===== src/rtl/vector_map_pkg.sv =====
// Package of vector addresses, control register layout and timing counts
package vector_map_pkg;

	localparam int ADDR_W = 16;
	localparam int NUM_REQ = 24;

	// Reset and vector table
	localparam logic [15:0] RESET_ADDR_APP = 16'h0000;
	localparam logic [15:0] TABLE_START = 16'h0002;
	localparam logic [15:0] VECTOR_STRIDE = 16'h0002;
	localparam logic [15:0] RESERVED_SLOT = 16'h002C;
	localparam int RESERVED_INDEX = 21;
	localparam int GROUP_TWO_INDEX = 22;
	localparam int GROUP_THREE_INDEX = 23;

	// Boot section start, word address
	localparam logic [15:0] BOOT_START_DEFAULT = 16'h3800;

	// Fuse decode
	localparam logic FUSE_UNPROGRAMMED = 1'b1;
	localparam logic FUSE_PROGRAMMED = 1'b0;

	// Core control register map
	localparam logic [7:0] REG_CORE_CONTROL = 8'h00;
	localparam logic [7:0] REG_IRQ_STATUS = 8'h01;
	localparam logic [7:0] REG_IRQ_MASK = 8'h02;
	localparam logic [7:0] REG_PENDING_VECTOR = 8'h03;
	localparam int BIT_VECTOR_CHANGE_ENABLE = 0;
	localparam int BIT_VECTOR_TABLE_SELECT = 1;
	localparam logic [7:0] CORE_CONTROL_RESET = 8'h00;

	// Status events
	localparam int EVT_WINDOW_EXPIRED = 0;
	localparam int EVT_TABLE_MOVED = 1;
	localparam int EVT_REJECTED_WRITE = 2;
	localparam int NUM_EVT = 3;

	// Change window
	localparam int CHANGE_WINDOW_CYCLES = 4;
	localparam logic [2:0] CHANGE_WINDOW_COUNT = 3'(CHANGE_WINDOW_CYCLES);

endpackage


===== src/rtl/vector_req_if.sv =====
// Interface carrying pending requests and the chosen vector between modules
`timescale 1ns/1ns
`default_nettype none
interface vector_req_if #(parameter int NUM = 24);
	logic [NUM-1:0] pending;
	logic found;
	logic [4:0] index;

	modport encoder (input pending, output found, output index);
	modport top (output pending, input found, input index);
endinterface
`default_nettype wire


===== src/rtl/vector_priority_encoder.sv =====
// Lowest-index priority encoder over the pending request lines
`timescale 1ns/1ns
`default_nettype none
module vector_priority_encoder #(
	parameter int NUM = 24
) (
	vector_req_if.encoder req
);
	always_comb begin
		req.found = 1'b0;
		req.index = 5'h00;
		for (int i = NUM - 1; i >= 0; i--) begin
			if (req.pending[i]) begin
				req.found = 1'b1;
				req.index = 5'(i);
			end
		end
	end
endmodule
`default_nettype wire


===== src/rtl/reset_interrupt_vector_map.sv =====
// Reset and interrupt vector address generator with movable vector table
`timescale 1ns/1ns
`default_nettype none
module reset_interrupt_vector_map #(
	parameter int NUM_REQ = vector_map_pkg::NUM_REQ,
	parameter bit LARGE_VARIANT = 1'b1,
	parameter logic [15:0] BOOT_START = vector_map_pkg::BOOT_START_DEFAULT
) (
	// Clock, reset, enable
	input wire logic clk_in,
	input wire logic rst_n_in,
	input wire logic clk_en_in,
	// Fuse
	input wire logic boot_reset_select_fuse_in,
	// Register port
	input wire logic [7:0] reg_addr_in,
	input wire logic [7:0] reg_wdata_in,
	input wire logic reg_write_in,
	input wire logic reg_read_in,
	output logic [7:0] reg_rdata_out,
	// Core side
	input wire logic [NUM_REQ-1:0] request_in,
	input wire logic global_enable_in,
	input wire logic instr_done_in,
	input wire logic irq_ack_in,
	output logic irq_request_out,
	output logic [15:0] irq_vector_out,
	output logic [15:0] reset_vector_out,
	output logic irq_blocked_out,
	// Interrupt
	output logic irq_out
);
	typedef enum logic [1:0] {IDLE, WINDOW, AFTER_WRITE} phase_t;

	typedef struct packed {
		phase_t phase;
		logic [2:0] count;
		logic change_enable;
		logic table_select;
		logic [vector_map_pkg::NUM_EVT-1:0] status;
		logic [vector_map_pkg::NUM_EVT-1:0] mask;
		logic [7:0] rdata;
		logic [15:0] vector;
		logic [15:0] reset_vector;
		logic request;
	} state_t;

	state_t s;
	state_t next_s;

	// ------------------------------------------------------------
	// Request qualification and priority
	// ------------------------------------------------------------
	vector_req_if #(.NUM(NUM_REQ)) req_bus ();
	logic [NUM_REQ-1:0] qualified;

	genvar g;
	generate
		for (g = 0; g < NUM_REQ; g++) begin : gen_qual
			if (g == vector_map_pkg::RESERVED_INDEX) begin : gen_res
				assign qualified[g] = 1'b0;
			end else if ((g == vector_map_pkg::GROUP_TWO_INDEX
				|| g == vector_map_pkg::GROUP_THREE_INDEX) && !LARGE_VARIANT) begin : gen_abs
				assign qualified[g] = 1'b0;
			end else begin : gen_live
				assign qualified[g] = request_in[g];
			end
		end
	endgenerate

	assign req_bus.pending = qualified;

	vector_priority_encoder #(.NUM(NUM_REQ)) u_encoder (
		.req(req_bus.encoder)
	);

	logic blocked;
	logic [15:0] boot_base;
	logic [15:0] table_base;
	logic [15:0] vector_addr;
	logic wr_ctrl;
	logic opening;

	assign blocked = (s.phase != IDLE);
	assign boot_base = s.table_select ? BOOT_START : 16'h0000;
	assign table_base = boot_base + vector_map_pkg::TABLE_START;
	assign vector_addr = table_base + 16'(req_bus.index * vector_map_pkg::VECTOR_STRIDE);
	assign wr_ctrl = reg_write_in && reg_addr_in == vector_map_pkg::REG_CORE_CONTROL;
	// Blocking starts in the very cycle the change enable is written
	assign opening = wr_ctrl && reg_wdata_in[vector_map_pkg::BIT_VECTOR_CHANGE_ENABLE];

	// ------------------------------------------------------------
	// Next state
	// ------------------------------------------------------------
	always_comb begin
		logic [vector_map_pkg::NUM_EVT-1:0] evt;
		evt = '0;
		next_s = s;
		next_s.rdata = 8'h00;
		next_s.reset_vector = (boot_reset_select_fuse_in == vector_map_pkg::FUSE_PROGRAMMED)
			? BOOT_START : vector_map_pkg::RESET_ADDR_APP;
		case (s.phase)
			IDLE: begin
				next_s.phase = IDLE;
			end
			WINDOW: begin
				if (s.count == 3'h1) begin
					next_s.phase = IDLE;
					next_s.change_enable = 1'b0;
					evt[vector_map_pkg::EVT_WINDOW_EXPIRED] = 1'b1;
				end
				next_s.count = s.count - 3'h1;
			end
			AFTER_WRITE: begin
				if (instr_done_in) begin
					next_s.phase = IDLE;
				end
			end
			default: begin
				next_s.phase = IDLE;
			end
		endcase
		if (wr_ctrl) begin
			if (reg_wdata_in[vector_map_pkg::BIT_VECTOR_CHANGE_ENABLE]) begin
				if (s.phase == WINDOW) begin
					evt[vector_map_pkg::EVT_REJECTED_WRITE] = 1'b1;
				end
				next_s.phase = WINDOW;
				next_s.change_enable = 1'b1;
				next_s.count = vector_map_pkg::CHANGE_WINDOW_COUNT;
			end else if (s.phase == WINDOW) begin
				next_s.table_select = reg_wdata_in[vector_map_pkg::BIT_VECTOR_TABLE_SELECT];
				next_s.change_enable = 1'b0;
				next_s.phase = AFTER_WRITE;
				evt[vector_map_pkg::EVT_TABLE_MOVED] = 1'b1;
			end else begin
				evt[vector_map_pkg::EVT_REJECTED_WRITE] = 1'b1;
			end
		end
		// Accepted interrupt: latch address while core may fetch it
		if (!blocked && !opening && global_enable_in && req_bus.found && !s.request) begin
			next_s.request = 1'b1;
			next_s.vector = vector_addr;
		end else if (irq_ack_in || blocked || opening) begin
			next_s.request = 1'b0;
		end
		// Status: write-one clear, set wins
		if (reg_write_in && reg_addr_in == vector_map_pkg::REG_IRQ_STATUS) begin
			next_s.status = s.status & ~reg_wdata_in[vector_map_pkg::NUM_EVT-1:0];
		end
		next_s.status = next_s.status | evt;
		if (reg_write_in && reg_addr_in == vector_map_pkg::REG_IRQ_MASK) begin
			next_s.mask = reg_wdata_in[vector_map_pkg::NUM_EVT-1:0];
		end
		if (reg_read_in) begin
			case (reg_addr_in)
				vector_map_pkg::REG_CORE_CONTROL: begin
					next_s.rdata = {6'h00, s.table_select, s.change_enable};
				end
				vector_map_pkg::REG_IRQ_STATUS: begin
					next_s.rdata = {5'h00, s.status};
				end
				vector_map_pkg::REG_IRQ_MASK: begin
					next_s.rdata = {5'h00, s.mask};
				end
				vector_map_pkg::REG_PENDING_VECTOR: begin
					next_s.rdata = {2'h0, req_bus.found, req_bus.index};
				end
				default: begin
					next_s.rdata = 8'h00;
				end
			endcase
		end
	end

	// ------------------------------------------------------------
	// State register
	// ------------------------------------------------------------
	always_ff @(posedge clk_in or negedge rst_n_in) begin
		if (!rst_n_in) begin
			s <= '0;
			s.phase <= IDLE;
			s.change_enable <= vector_map_pkg::CORE_CONTROL_RESET[vector_map_pkg::BIT_VECTOR_CHANGE_ENABLE];
			s.table_select <= vector_map_pkg::CORE_CONTROL_RESET[vector_map_pkg::BIT_VECTOR_TABLE_SELECT];
			s.reset_vector <= vector_map_pkg::RESET_ADDR_APP;
		end else if (clk_en_in) begin
			s <= next_s;
		end
	end

	assign reg_rdata_out = s.rdata;
	assign irq_request_out = s.request;
	assign irq_vector_out = s.vector;
	assign reset_vector_out = s.reset_vector;
	assign irq_blocked_out = blocked;
	assign irq_out = |(s.status & s.mask);
endmodule
`default_nettype wire


===== config.mk =====
export PLATFORM = sky130hd
export DESIGN_NAME = reset_interrupt_vector_map
export DESIGN_NICKNAME = d
export VERILOG_FILES = /design/src/rtl/vector_map_pkg.sv /design/src/rtl/vector_req_if.sv /design/src/rtl/vector_priority_encoder.sv /design/src/rtl/reset_interrupt_vector_map.sv
export SDC_FILE = /design/constraint.sdc
export NUM_CORES = 1
export LEC_CHECK = 0
export BUFFER_PORTS_ARGS = -buffer_cell sky130_fd_sc_hd__buf_2
export CAP_MARGIN = 10
export CORE_MARGIN = 2
export CORE_UTILIZATION = 40
export CTS_CLUSTER_SIZE = 24
export DETAILED_ROUTE_END_ITERATION = 12
export PLACE_DENSITY_LB_ADDON = 0.2
export SETUP_SLACK_MARGIN = 0.5
export SLEW_MARGIN = 20
export SYNTH_ARGS = -nofsm -noshare
export SYNTH_HDL_FRONTEND = slang
export SYNTH_SLANG_ARGS = --single-unit

===== constraint.sdc =====
create_clock -name clk_in -period 2 [get_ports clk_in]
set_input_delay 0.4 -clock clk_in [delete_from_list [all_inputs] [get_ports clk_in]]
set_output_delay 0.4 -clock clk_in [all_outputs]
set_load 0.01 [all_outputs]

==> results of run 1 <==
-- through the flow --
step	setup TNS [ps]	area (um2)
detailed placement	-283.6	2522
CTS	0	2810
global route	0	3078
finish	0	3078
floorplan	0	2255
global placement	-355.3	2522
-- flip-flops by register name, summed over array words and instances, names as in the netlist, named ones only --
name and count:
irq_request_out 1, irq_vector_out 7, reg_rdata_out 6, reset_vector_out 1, s 12
-- power breakdown --
part	leakage, nW	switching (mW)	internal, mW
sequential	0.356	0.0210	0.596
clock	0.0288	0.183	0.177
combinational	1.07	0.196	0.175
total	1.45	0.400	0.947
-- logic make-up (layout without fill, tap and decap cells) --
family	count (synthesis)	after routing	synth area share
flops	28	28	0.3378
mux	8	8	0.04222
other cells	1	22	0.001808
compound gates	49	49	0.1834
fa+ha+maj	7	7	0.04222
simple gates	76	76	0.1936
buf+inv	63	132	0.1864
xor+xnor	3	3	0.01267
-- what timing repair did --
item                                   CTS  global route
pin swaps                               23            29
setup endpoints to repair               16            27
buffers inserted                        12            10
gates resized for setup                 37            47
endpoints found under the hold margin    0             0
-- cells in the mapped netlist (3+ instances only) --
| cell | count |
|---|---|
| nor2_1 | 19 |
| nand4_1 | 3 |
| nand3_1 | 8 |
| nor4_1 | 4 |
| mux2_2 | 4 |
| inv_1 | 18 |
| o2bb2ai_1 | 7 |
| nor3_1 | 5 |
| o31ai_1 | 4 |
| clkbuf_1 | 4 |
| nor2b_1 | 3 |
| nand2b_1 | 4 |
| nand2_1 | 18 |
| dfrtp_1 | 28 |
| o21ai_0 | 10 |
| a22o_1 | 3 |
| buf_4 | 40 |
| ha_1 | 7 |
| a21oi_1 | 9 |
-- worst reg2reg max path: stages, from the launching register on --
cell,delay (ps)
dfrtp_1,410
inv_2,110
ha_4,150
inv_4,30
a41oi_2,200
o2111ai_4,230
inv_2,130
mux2_4,300
-- routing by layer --
metal	GRT usage	vias to the layer above	wire length [um]
met5	0	-	0
met4	0.04364	0	68
met3	0.02844	8	314
met2	0.2750	74	2554
met1	0.2396	889	2381
li1	-	948	-
-- cell type report --
| class | instances | area [um2] |
|---|---|---|
| well taps | 70 | 87.58 |
| clock buffers | 4 | 55.05 |
| multi-input cells | 165 | 1368 |
| repair buffers | 109 | 790.8 |
| inverters | 19 | 76.32 |
| flip-flops and latches | 28 | 700.7 |
| fillers | 434 | 1964 |
-- worst paths after layout --
check                                          start                   end  slack [ps]  cells after the start
min reg2reg                        irq_vector_out[2]     irq_vector_out[2]         500                      2
max in group asynchronous                   rst_n_in                 s[53]        1470                      1
min in group clk_in        boot_reset_select_fuse_in  reset_vector_out[12]         290                      2
max                                   request_in[16]     irq_vector_out[5]         270                      6
min                                         rst_n_in                 s[46]         120                      1
max reg2reg                                    s[53]     irq_vector_out[5]         340                      7
==> results.tsv, run 1 <==
stage	metric	value	unit
clocking	H-tree depth	1	
die	# IOs	92	
clocking	Hold-fix buffers, CTS	0	
yosys	Seq/Total Area, Yosys	0.3378	
worst_setup_path	cell breakdown of the critical path	buf_8, or4_4, nand2b_4, o2111ai_4, inv_2, mux2_4	
cells_and_area	final cell count without fillers	395	
worst_setup_path	CP delay by family, top	simple AND/OR/NAND/NOR gates	
worst_setup_path	CP arrival	1910	ps
cells_and_area	# diodes	0	
worst_setup_path	WP buf/inv	2	
job	Max-cap violations	0	
routing	final WL	5.318	mm
worst_setup_path	Worst path slowest cell	or4_4	
timing	Fmax	576.5	MHz
cells_and_area	commonest non-fill, non-tap cell in the layout	buf_2	
grt	grt ovf	0	
placement	HPWL Detailed	3.770	mm
grt	largest net degree at the start of global routing	29	
grt	All-Layer GR Usage	0.1705	
yosys	Post-synth EDFFs	0	
timing	skew final	2.118	ps
timing	hold slack	123.2	ps
placement	RD Place Congestion	0.7656	
routing	Via density	4.858	
clocking	total CTS buffers	3	
die	Die X	76.02	um
clocking	clk sinks	28	
worst_setup_path	WS Path Type	primary input to flop	
power_and_ir_drop	Peak VDD IR	254.9	uV
yosys	top post-synthesis cells by area	dfrtp_1 (34%), buf_4 (14%), ha_1 (4.2%)	
routing	Residual DRC	0	
timing	Slew HR	0.5885	
placement	number of port buffers	63	
clocking	CTS max path bufs	2	
cells_and_area	fin nets	382	
clocking	worst skew pair latency	280	ps
yosys	Post-Syn Instances	235	
power_and_ir_drop	Pwr Density	437.7	nW/um2
yosys	Yosys reg bits	28	
clocking	Root Driver	clkbuf_8	
placement	post-placement cell count	369	
timing	Final Critical Period	1735	ps
worst_setup_path	CP Data Required Time	2170	ps
yosys	ys async rst share	1.000	
timing	Final WS setup	265.5	ps
routing	Detail Route Antenna Nets	0	
worst_setup_path	CP Capture Type	flop	
routing	drt first pass iters	4	
cells_and_area	Core Util, Final	0.6104	
die	Row Count	26	
yosys	Mapped Area	2074	um2
die	area of the core	5042	um2
power_and_ir_drop	leakage power	1.452	nW
grt	vias in the first global route	1777	
clocking	TritonCTS clock tree	done	
routing	Iter 0 DRT Violations	105	
die	Die ar.	5778	um2
cells_and_area	most frequent cells in the layout	buf_2 (50), buf_4 (35), dfrtp_1 (28)	
worst_setup_path	CP max stage delay	540	ps
yosys	Top FF cell, synth	dfrtp_1	
grt	first-pass GRT wire length	8.135	mm
grt	initial antenna violation count	0	
worst_setup_path	crit path max fanout	4	
cells_and_area	P&R area growth vs syn	48.37	%
timing	fin. max-slew vios	0	
routing	total vias in the final route	1919	
yosys	synth unique cells	48	
yosys	Syn Area/Cell	8.828	um2
worst_hold_path	worst min path class	primary input to async pin	
placement	Setup WS pre-CTS	-151.0	ps
timing	Slew @ Worst Pin	617.2	ps
timing	final clock period utilization by the worst path	0.8673	
timing	Final Setup Violations	0	
timing	RSZ-0062 raised after global routing	true	
clocking	Clock transition at path regs	100	ps
die	Initial Utilization	0.4114	
worst_setup_path	Critical Path Source Type	primary input	
yosys	YS warnings	0	
die	Die Height	76.02	um
yosys	share of the synthesized area in the top cell type	0.3378	
cells_and_area	share of layout cells above drive strength 1	0.5323	
timing	Hold Violations, Final	0	
routing	per-cell routed wire length	13.46	um
yosys	area leader, netlist	dfrtp_1	
run_status	status	finished, final reports clean	
power_and_ir_drop	Design Power	1.347	mW
Note: power is estimated with default switching activity, not from simulation.
==> run 2, diff against run 1 <==
--- a/config.mk
+++ b/config.mk
@@ -7,7 +7,7 @@
 export LEC_CHECK = 0
 export BUFFER_PORTS_ARGS = -buffer_cell sky130_fd_sc_hd__buf_2
 export CAP_MARGIN = 10
-export CORE_MARGIN = 2
+export CORE_MARGIN = 5
 export CORE_UTILIZATION = 40
 export CTS_CLUSTER_SIZE = 24
 export DETAILED_ROUTE_END_ITERATION = 12
==> results.tsv, run 2 (synthesis gave the netlist of run 1 again) <==
stage	metric	value	unit
worst_setup_path	CP Data Required Time	2170	ps
cells_and_area	most frequent cells in the layout	buf_2 (51), buf_4 (37), dfrtp_1 (28)	
timing	Final Critical Period	1730	ps
worst_setup_path	CP arrival	1900	ps
cells_and_area	share of layout cells above drive strength 1	0.5228	
placement	HPWL Detailed	4.046	mm
cells_and_area	# diodes	0	
clocking	H-tree depth	1	
clocking	total CTS buffers	3	
routing	Via density	4.822	
grt	first-pass GRT wire length	8.776	mm
routing	per-cell routed wire length	13.70	um
routing	total vias in the final route	1924	
cells_and_area	Register Area	700.7	um2
timing	hold slack	134.4	ps
cells_and_area	Core Util, Final	0.6134	
routing	Iter 0 DRT Violations	89	
timing	Slew @ Worst Pin	638.2	ps
timing	Slew HR	0.5745	
routing	wl on met1	2.457	mm
grt	largest net degree at the start of global routing	29	
placement	number of port buffers	63	
cells_and_area	commonest non-fill, non-tap cell in the layout	buf_2	
timing	Final Setup Violations	0	
die	Die Height	82.02	um
grt	vias in the first global route	1896	
clocking	Root Driver	clkbuf_8	
cells_and_area	P&R area growth vs syn	50.06	%
cells_and_area	Fillers	453	
die	# IOs	92	
clocking	CTS max path bufs	2	
die	Die ar.	6726	um2
placement	Placed Area	2522	um2
timing	fin. max-slew vios	0	
power_and_ir_drop	leakage power	1.476	nW
job	Max-cap violations	0	
die	area of the core	5075	um2
routing	drt first pass iters	4	
timing	Hold Violations, Final	0	
placement	RD Place Congestion	0.8549	
routing	met2 wire length	2.632	mm
worst_setup_path	crit path max fanout	4	
routing	final WL	5.468	mm
power_and_ir_drop	Peak VDD IR	293.9	uV
timing	RSZ-0062 raised after global routing	true	
clocking	Hold-fix buffers, CTS	0	
routing	wire length on met3	316	um
clocking	worst skew pair latency	280	ps
die	Initial Utilization	0.4088	
worst_setup_path	Critical Path Source Type	primary input	
cells_and_area	design area	3113	um2
clocking	Clock transition at path regs	100	ps
timing	final clock period utilization by the worst path	0.8650	
die	Row Count	26	
grt	All-Layer GR Usage	0.1687	
worst_hold_path	worst min path class	primary input to async pin	
grt	initial antenna violation count	0	
grt	grt ovf	0	
worst_setup_path	WS Path Type	primary input to flop	
timing	skew final	2.649	ps
die	Die X	82.02	um
run_status	status	finished, final reports clean	
routing	top sig layer	met4	
power_and_ir_drop	Pwr Density	433.0	nW/um2
routing	Residual DRC	0	
clocking	TritonCTS clock tree	done	
cells_and_area	max reg flops	12	
worst_setup_path	CP Capture Type	flop	
cells_and_area	Largest Register	s	
clocking	clk sinks	28	
cells_and_area	fin nets	386	
routing	Detail Route Antenna Nets	0	
worst_setup_path	flop2flop setup slack	340	ps
cells_and_area	Multi-input gate area	1369	um2
timing	Fmax	578.1	MHz
[run 2: layout make-up]
cell class / instances / area share
multi-input combinational: 165 / 0.4397
timing repair buffer: 113 / 0.2657
sequential: 28 / 0.2251
tap: 70 / 0.02814
inverter: 19 / 0.02371
clock buffer: 4 / 0.01768
[run 2: worst max-delay path: stages]
cell and delay (ps):
buf_8 100, or4_4 530, nand2b_4 170, o2111ai_4 310, inv_2 90, mux2_4 300
[run 2: power by group]
part / switching (mW) / internal [mW] / total, mW
logic: 0.199 / 0.176 / 0.375
registers: 0.0188 / 0.596 / 0.614
clock network: 0.182 / 0.177 / 0.358
[run 2: metal layers]
metal | global-route usage | vias up
met1 | 0.2238 | 892
met4 | 0.04817 | 0
met2 | 0.2835 | 65
met5 | 0 | -
met3 | 0.02522 | 5
li1 | - | 962
[run 2: timing repair]
action	in CTS	in global routing
resized for setup	39	46
endpoints found under the setup margin	19	25
pin swaps	23	30
buffers inserted	16	10
[run 2: stage by stage]
stage	cells	setup TNS (ps)	power, mW	setup slack (ps)
final	399	0	1.348	270.1
after global routing	399	0	1.426	228.0
after CTS	389	0	1.310	275.0
after detailed placement	369	-339.9	0.9215	-115.7
after global placement	369	-370.0	0.9151	-108.1
after floorplan	256	0	0.8245	126.7
[run 2: worst paths after layout]
path / startpoint / endpoint / cells past startpoint
max: request_in[17] / irq_vector_out[5] / 6
min: rst_n_in / s[46] / 1
max reg2reg: s[53] / irq_vector_out[5] / 7
min reg2reg: reg_rdata_out[1] / reg_rdata_out[1] / 1
max in group asynchronous: rst_n_in / irq_vector_out[2] / 1
min in group clk_in: boot_reset_select_fuse_in / reset_vector_out[12] / 2
==> run 3, diff against run 2 <==
--- a/config.mk
+++ b/config.mk
@@ -9,9 +9,9 @@
 export CAP_MARGIN = 10
 export CORE_MARGIN = 5
 export CORE_UTILIZATION = 40
-export CTS_CLUSTER_SIZE = 24
 export DETAILED_ROUTE_END_ITERATION = 12
 export PLACE_DENSITY_LB_ADDON = 0.2
+export REMOVE_ABC_BUFFERS = 1
 export SETUP_SLACK_MARGIN = 0.5
 export SLEW_MARGIN = 20
 export SYNTH_ARGS = -nofsm -noshare
==> results.tsv, run 3 (synthesis gave the netlist of run 1 again) <==
stage	metric	value	unit
cells_and_area	Largest Register	s	
power_and_ir_drop	Peak VDD IR	303.8	uV
run_status	status	finished, final reports clean	
grt	largest net degree at the start of global routing	29	
die	Die Height	82.02	um
cells_and_area	share of layout cells above drive strength 1	0.5287	
worst_setup_path	Critical Path Source Type	primary input	
routing	top sig layer	met4	
cells_and_area	P&R area growth vs syn	52.11	%
placement	RD Place Congestion	0.7914	
clocking	Root Driver	clkbuf_8	
cells_and_area	most frequent cells in the layout	buf_2 (52), buf_4 (35), dfrtp_1 (28)	
worst_setup_path	crit path max fanout	3	
worst_hold_path	worst min path class	primary input to async pin	
timing	Final Critical Period	1774	ps
die	Row Count	26	
placement	post-placement cell count	377	
routing	Residual DRC	0	
routing	wire length on met3	373	um
routing	drt first pass iters	4	
timing	RSZ-0062 raised after global routing	true	
grt	All-Layer GR Usage	0.1625	
clocking	TritonCTS clock tree	done	
job	Max-cap violations	0	
routing	per-cell routed wire length	13.80	um
placement	number of port buffers	63	
placement	Setup WS pre-CTS	-206.7	ps
placement	HPWL Detailed	3.927	mm
die	area of the core	5075	um2
timing	fin. max-slew vios	0	
timing	hold slack	137.6	ps
power_and_ir_drop	Pwr Density	458.6	nW/um2
clocking	total CTS buffers	3	
grt	grt ovf	0	
routing	Detail Route Antenna Nets	0	
cells_and_area	fin nets	388	
worst_setup_path	CP arrival	1970	ps
die	Initial Utilization	0.4088	
clocking	clk sinks	28	
timing	Hold Violations, Final	0	
cells_and_area	commonest non-fill, non-tap cell in the layout	buf_2	
cells_and_area	Fillers	444	
routing	met2 wire length	2.614	mm
die	Die ar.	6726	um2
cells_and_area	final cell count without fillers	401	
worst_setup_path	CP Capture Type	flop	
clocking	worst skew pair latency	280	ps
die	# IOs	92	
timing	final clock period utilization by the worst path	0.8868	
cells_and_area	Core Util, Final	0.6218	
routing	final WL	5.532	mm
timing	Final WS setup	226.5	ps
clocking	CTS max path bufs	2	
power_and_ir_drop	Design Power	1.447	mW
timing	Final Setup Violations	0	
timing	Fmax	563.9	MHz
timing	Slew @ Worst Pin	646.0	ps
timing	Slew HR	0.5693	
grt	first-pass GRT wire length	8.480	mm
clocking	Clock transition at path regs	100	ps
routing	Iter 0 DRT Violations	56	
clocking	H-tree depth	1	
timing	skew final	12.03	ps
routing	Via density	4.845	
die	Die X	82.02	um
routing	total vias in the final route	1943	
cells_and_area	# diodes	0	
worst_setup_path	CP Data Required Time	2200	ps
cells_and_area	max reg flops	12	
power_and_ir_drop	leakage power	1.497	nW
grt	initial antenna violation count	0	
routing	wl on met1	2.486	mm
worst_setup_path	WS Path Type	primary input to flop	
grt	vias in the first global route	1796	
==> run 3: area by class of cell <==
type	count	area, um2	area share
multi-input cells	165	1373	0.4350
repair buffers	115	849.6	0.2692
flip-flops and latches	28	700.7	0.2220
well taps	70	87.58	0.02776
inverters	19	73.82	0.02339
clock buffers	3	41.29	0.01308
clock inverters	1	30.03	0.009516
==> run 3: worst paths after layout <==
path	end	startpoint	cells after the start	slack, ps
min	s[46]	rst_n_in	1	140
max	irq_vector_out[4]	request_in[20]	8	230
max reg2reg	irq_vector_out[5]	s[52]	7	350
min in group clk_in	reset_vector_out[12]	boot_reset_select_fuse_in	2	280
max in group asynchronous	reg_rdata_out[0]	rst_n_in	1	1440
min reg2reg	irq_vector_out[2]	irq_vector_out[2]	2	490
==> run 3: what timing repair did <==
item | in CTS | in global routing
resized for setup | 58 | 45
setup endpoints to repair | 22 | 25
setup buffers | 17 | 3
cloned | 0 | 0
hold buffers | 0 | 0
pin swaps | 29 | 33
==> run 3: stage by stage <==
stage,cell area [um2],setup TNS [ps]
after global routing,3156,0
final,3156,0
after detailed placement,2481,-553.1
after floorplan,1838,0
after global placement,2481,-476.1
after CTS,2939,0
==> run 3: layer usage <==
layer	vias up	GRT usage
met5	-	0
met4	0	0.02990
met3	6	0.03838
met1	910	0.2264
li1	962	-
met2	65	0.2577
==> run 3: critical path, stage by stage <==
cell and delay, ps:
buf_8 100, o21bai_4 160, a211oi_2 200, o31ai_2 90, a31o_1 230, buf_4 140
or4_4 500, a31oi_1 160
==> run 3: report_power, final <==
group,switching (mW),internal (mW),leakage (nW)
logic,0.200,0.182,1.11
registers,0.0213,0.596,0.356
clock network,0.179,0.268,0.0357
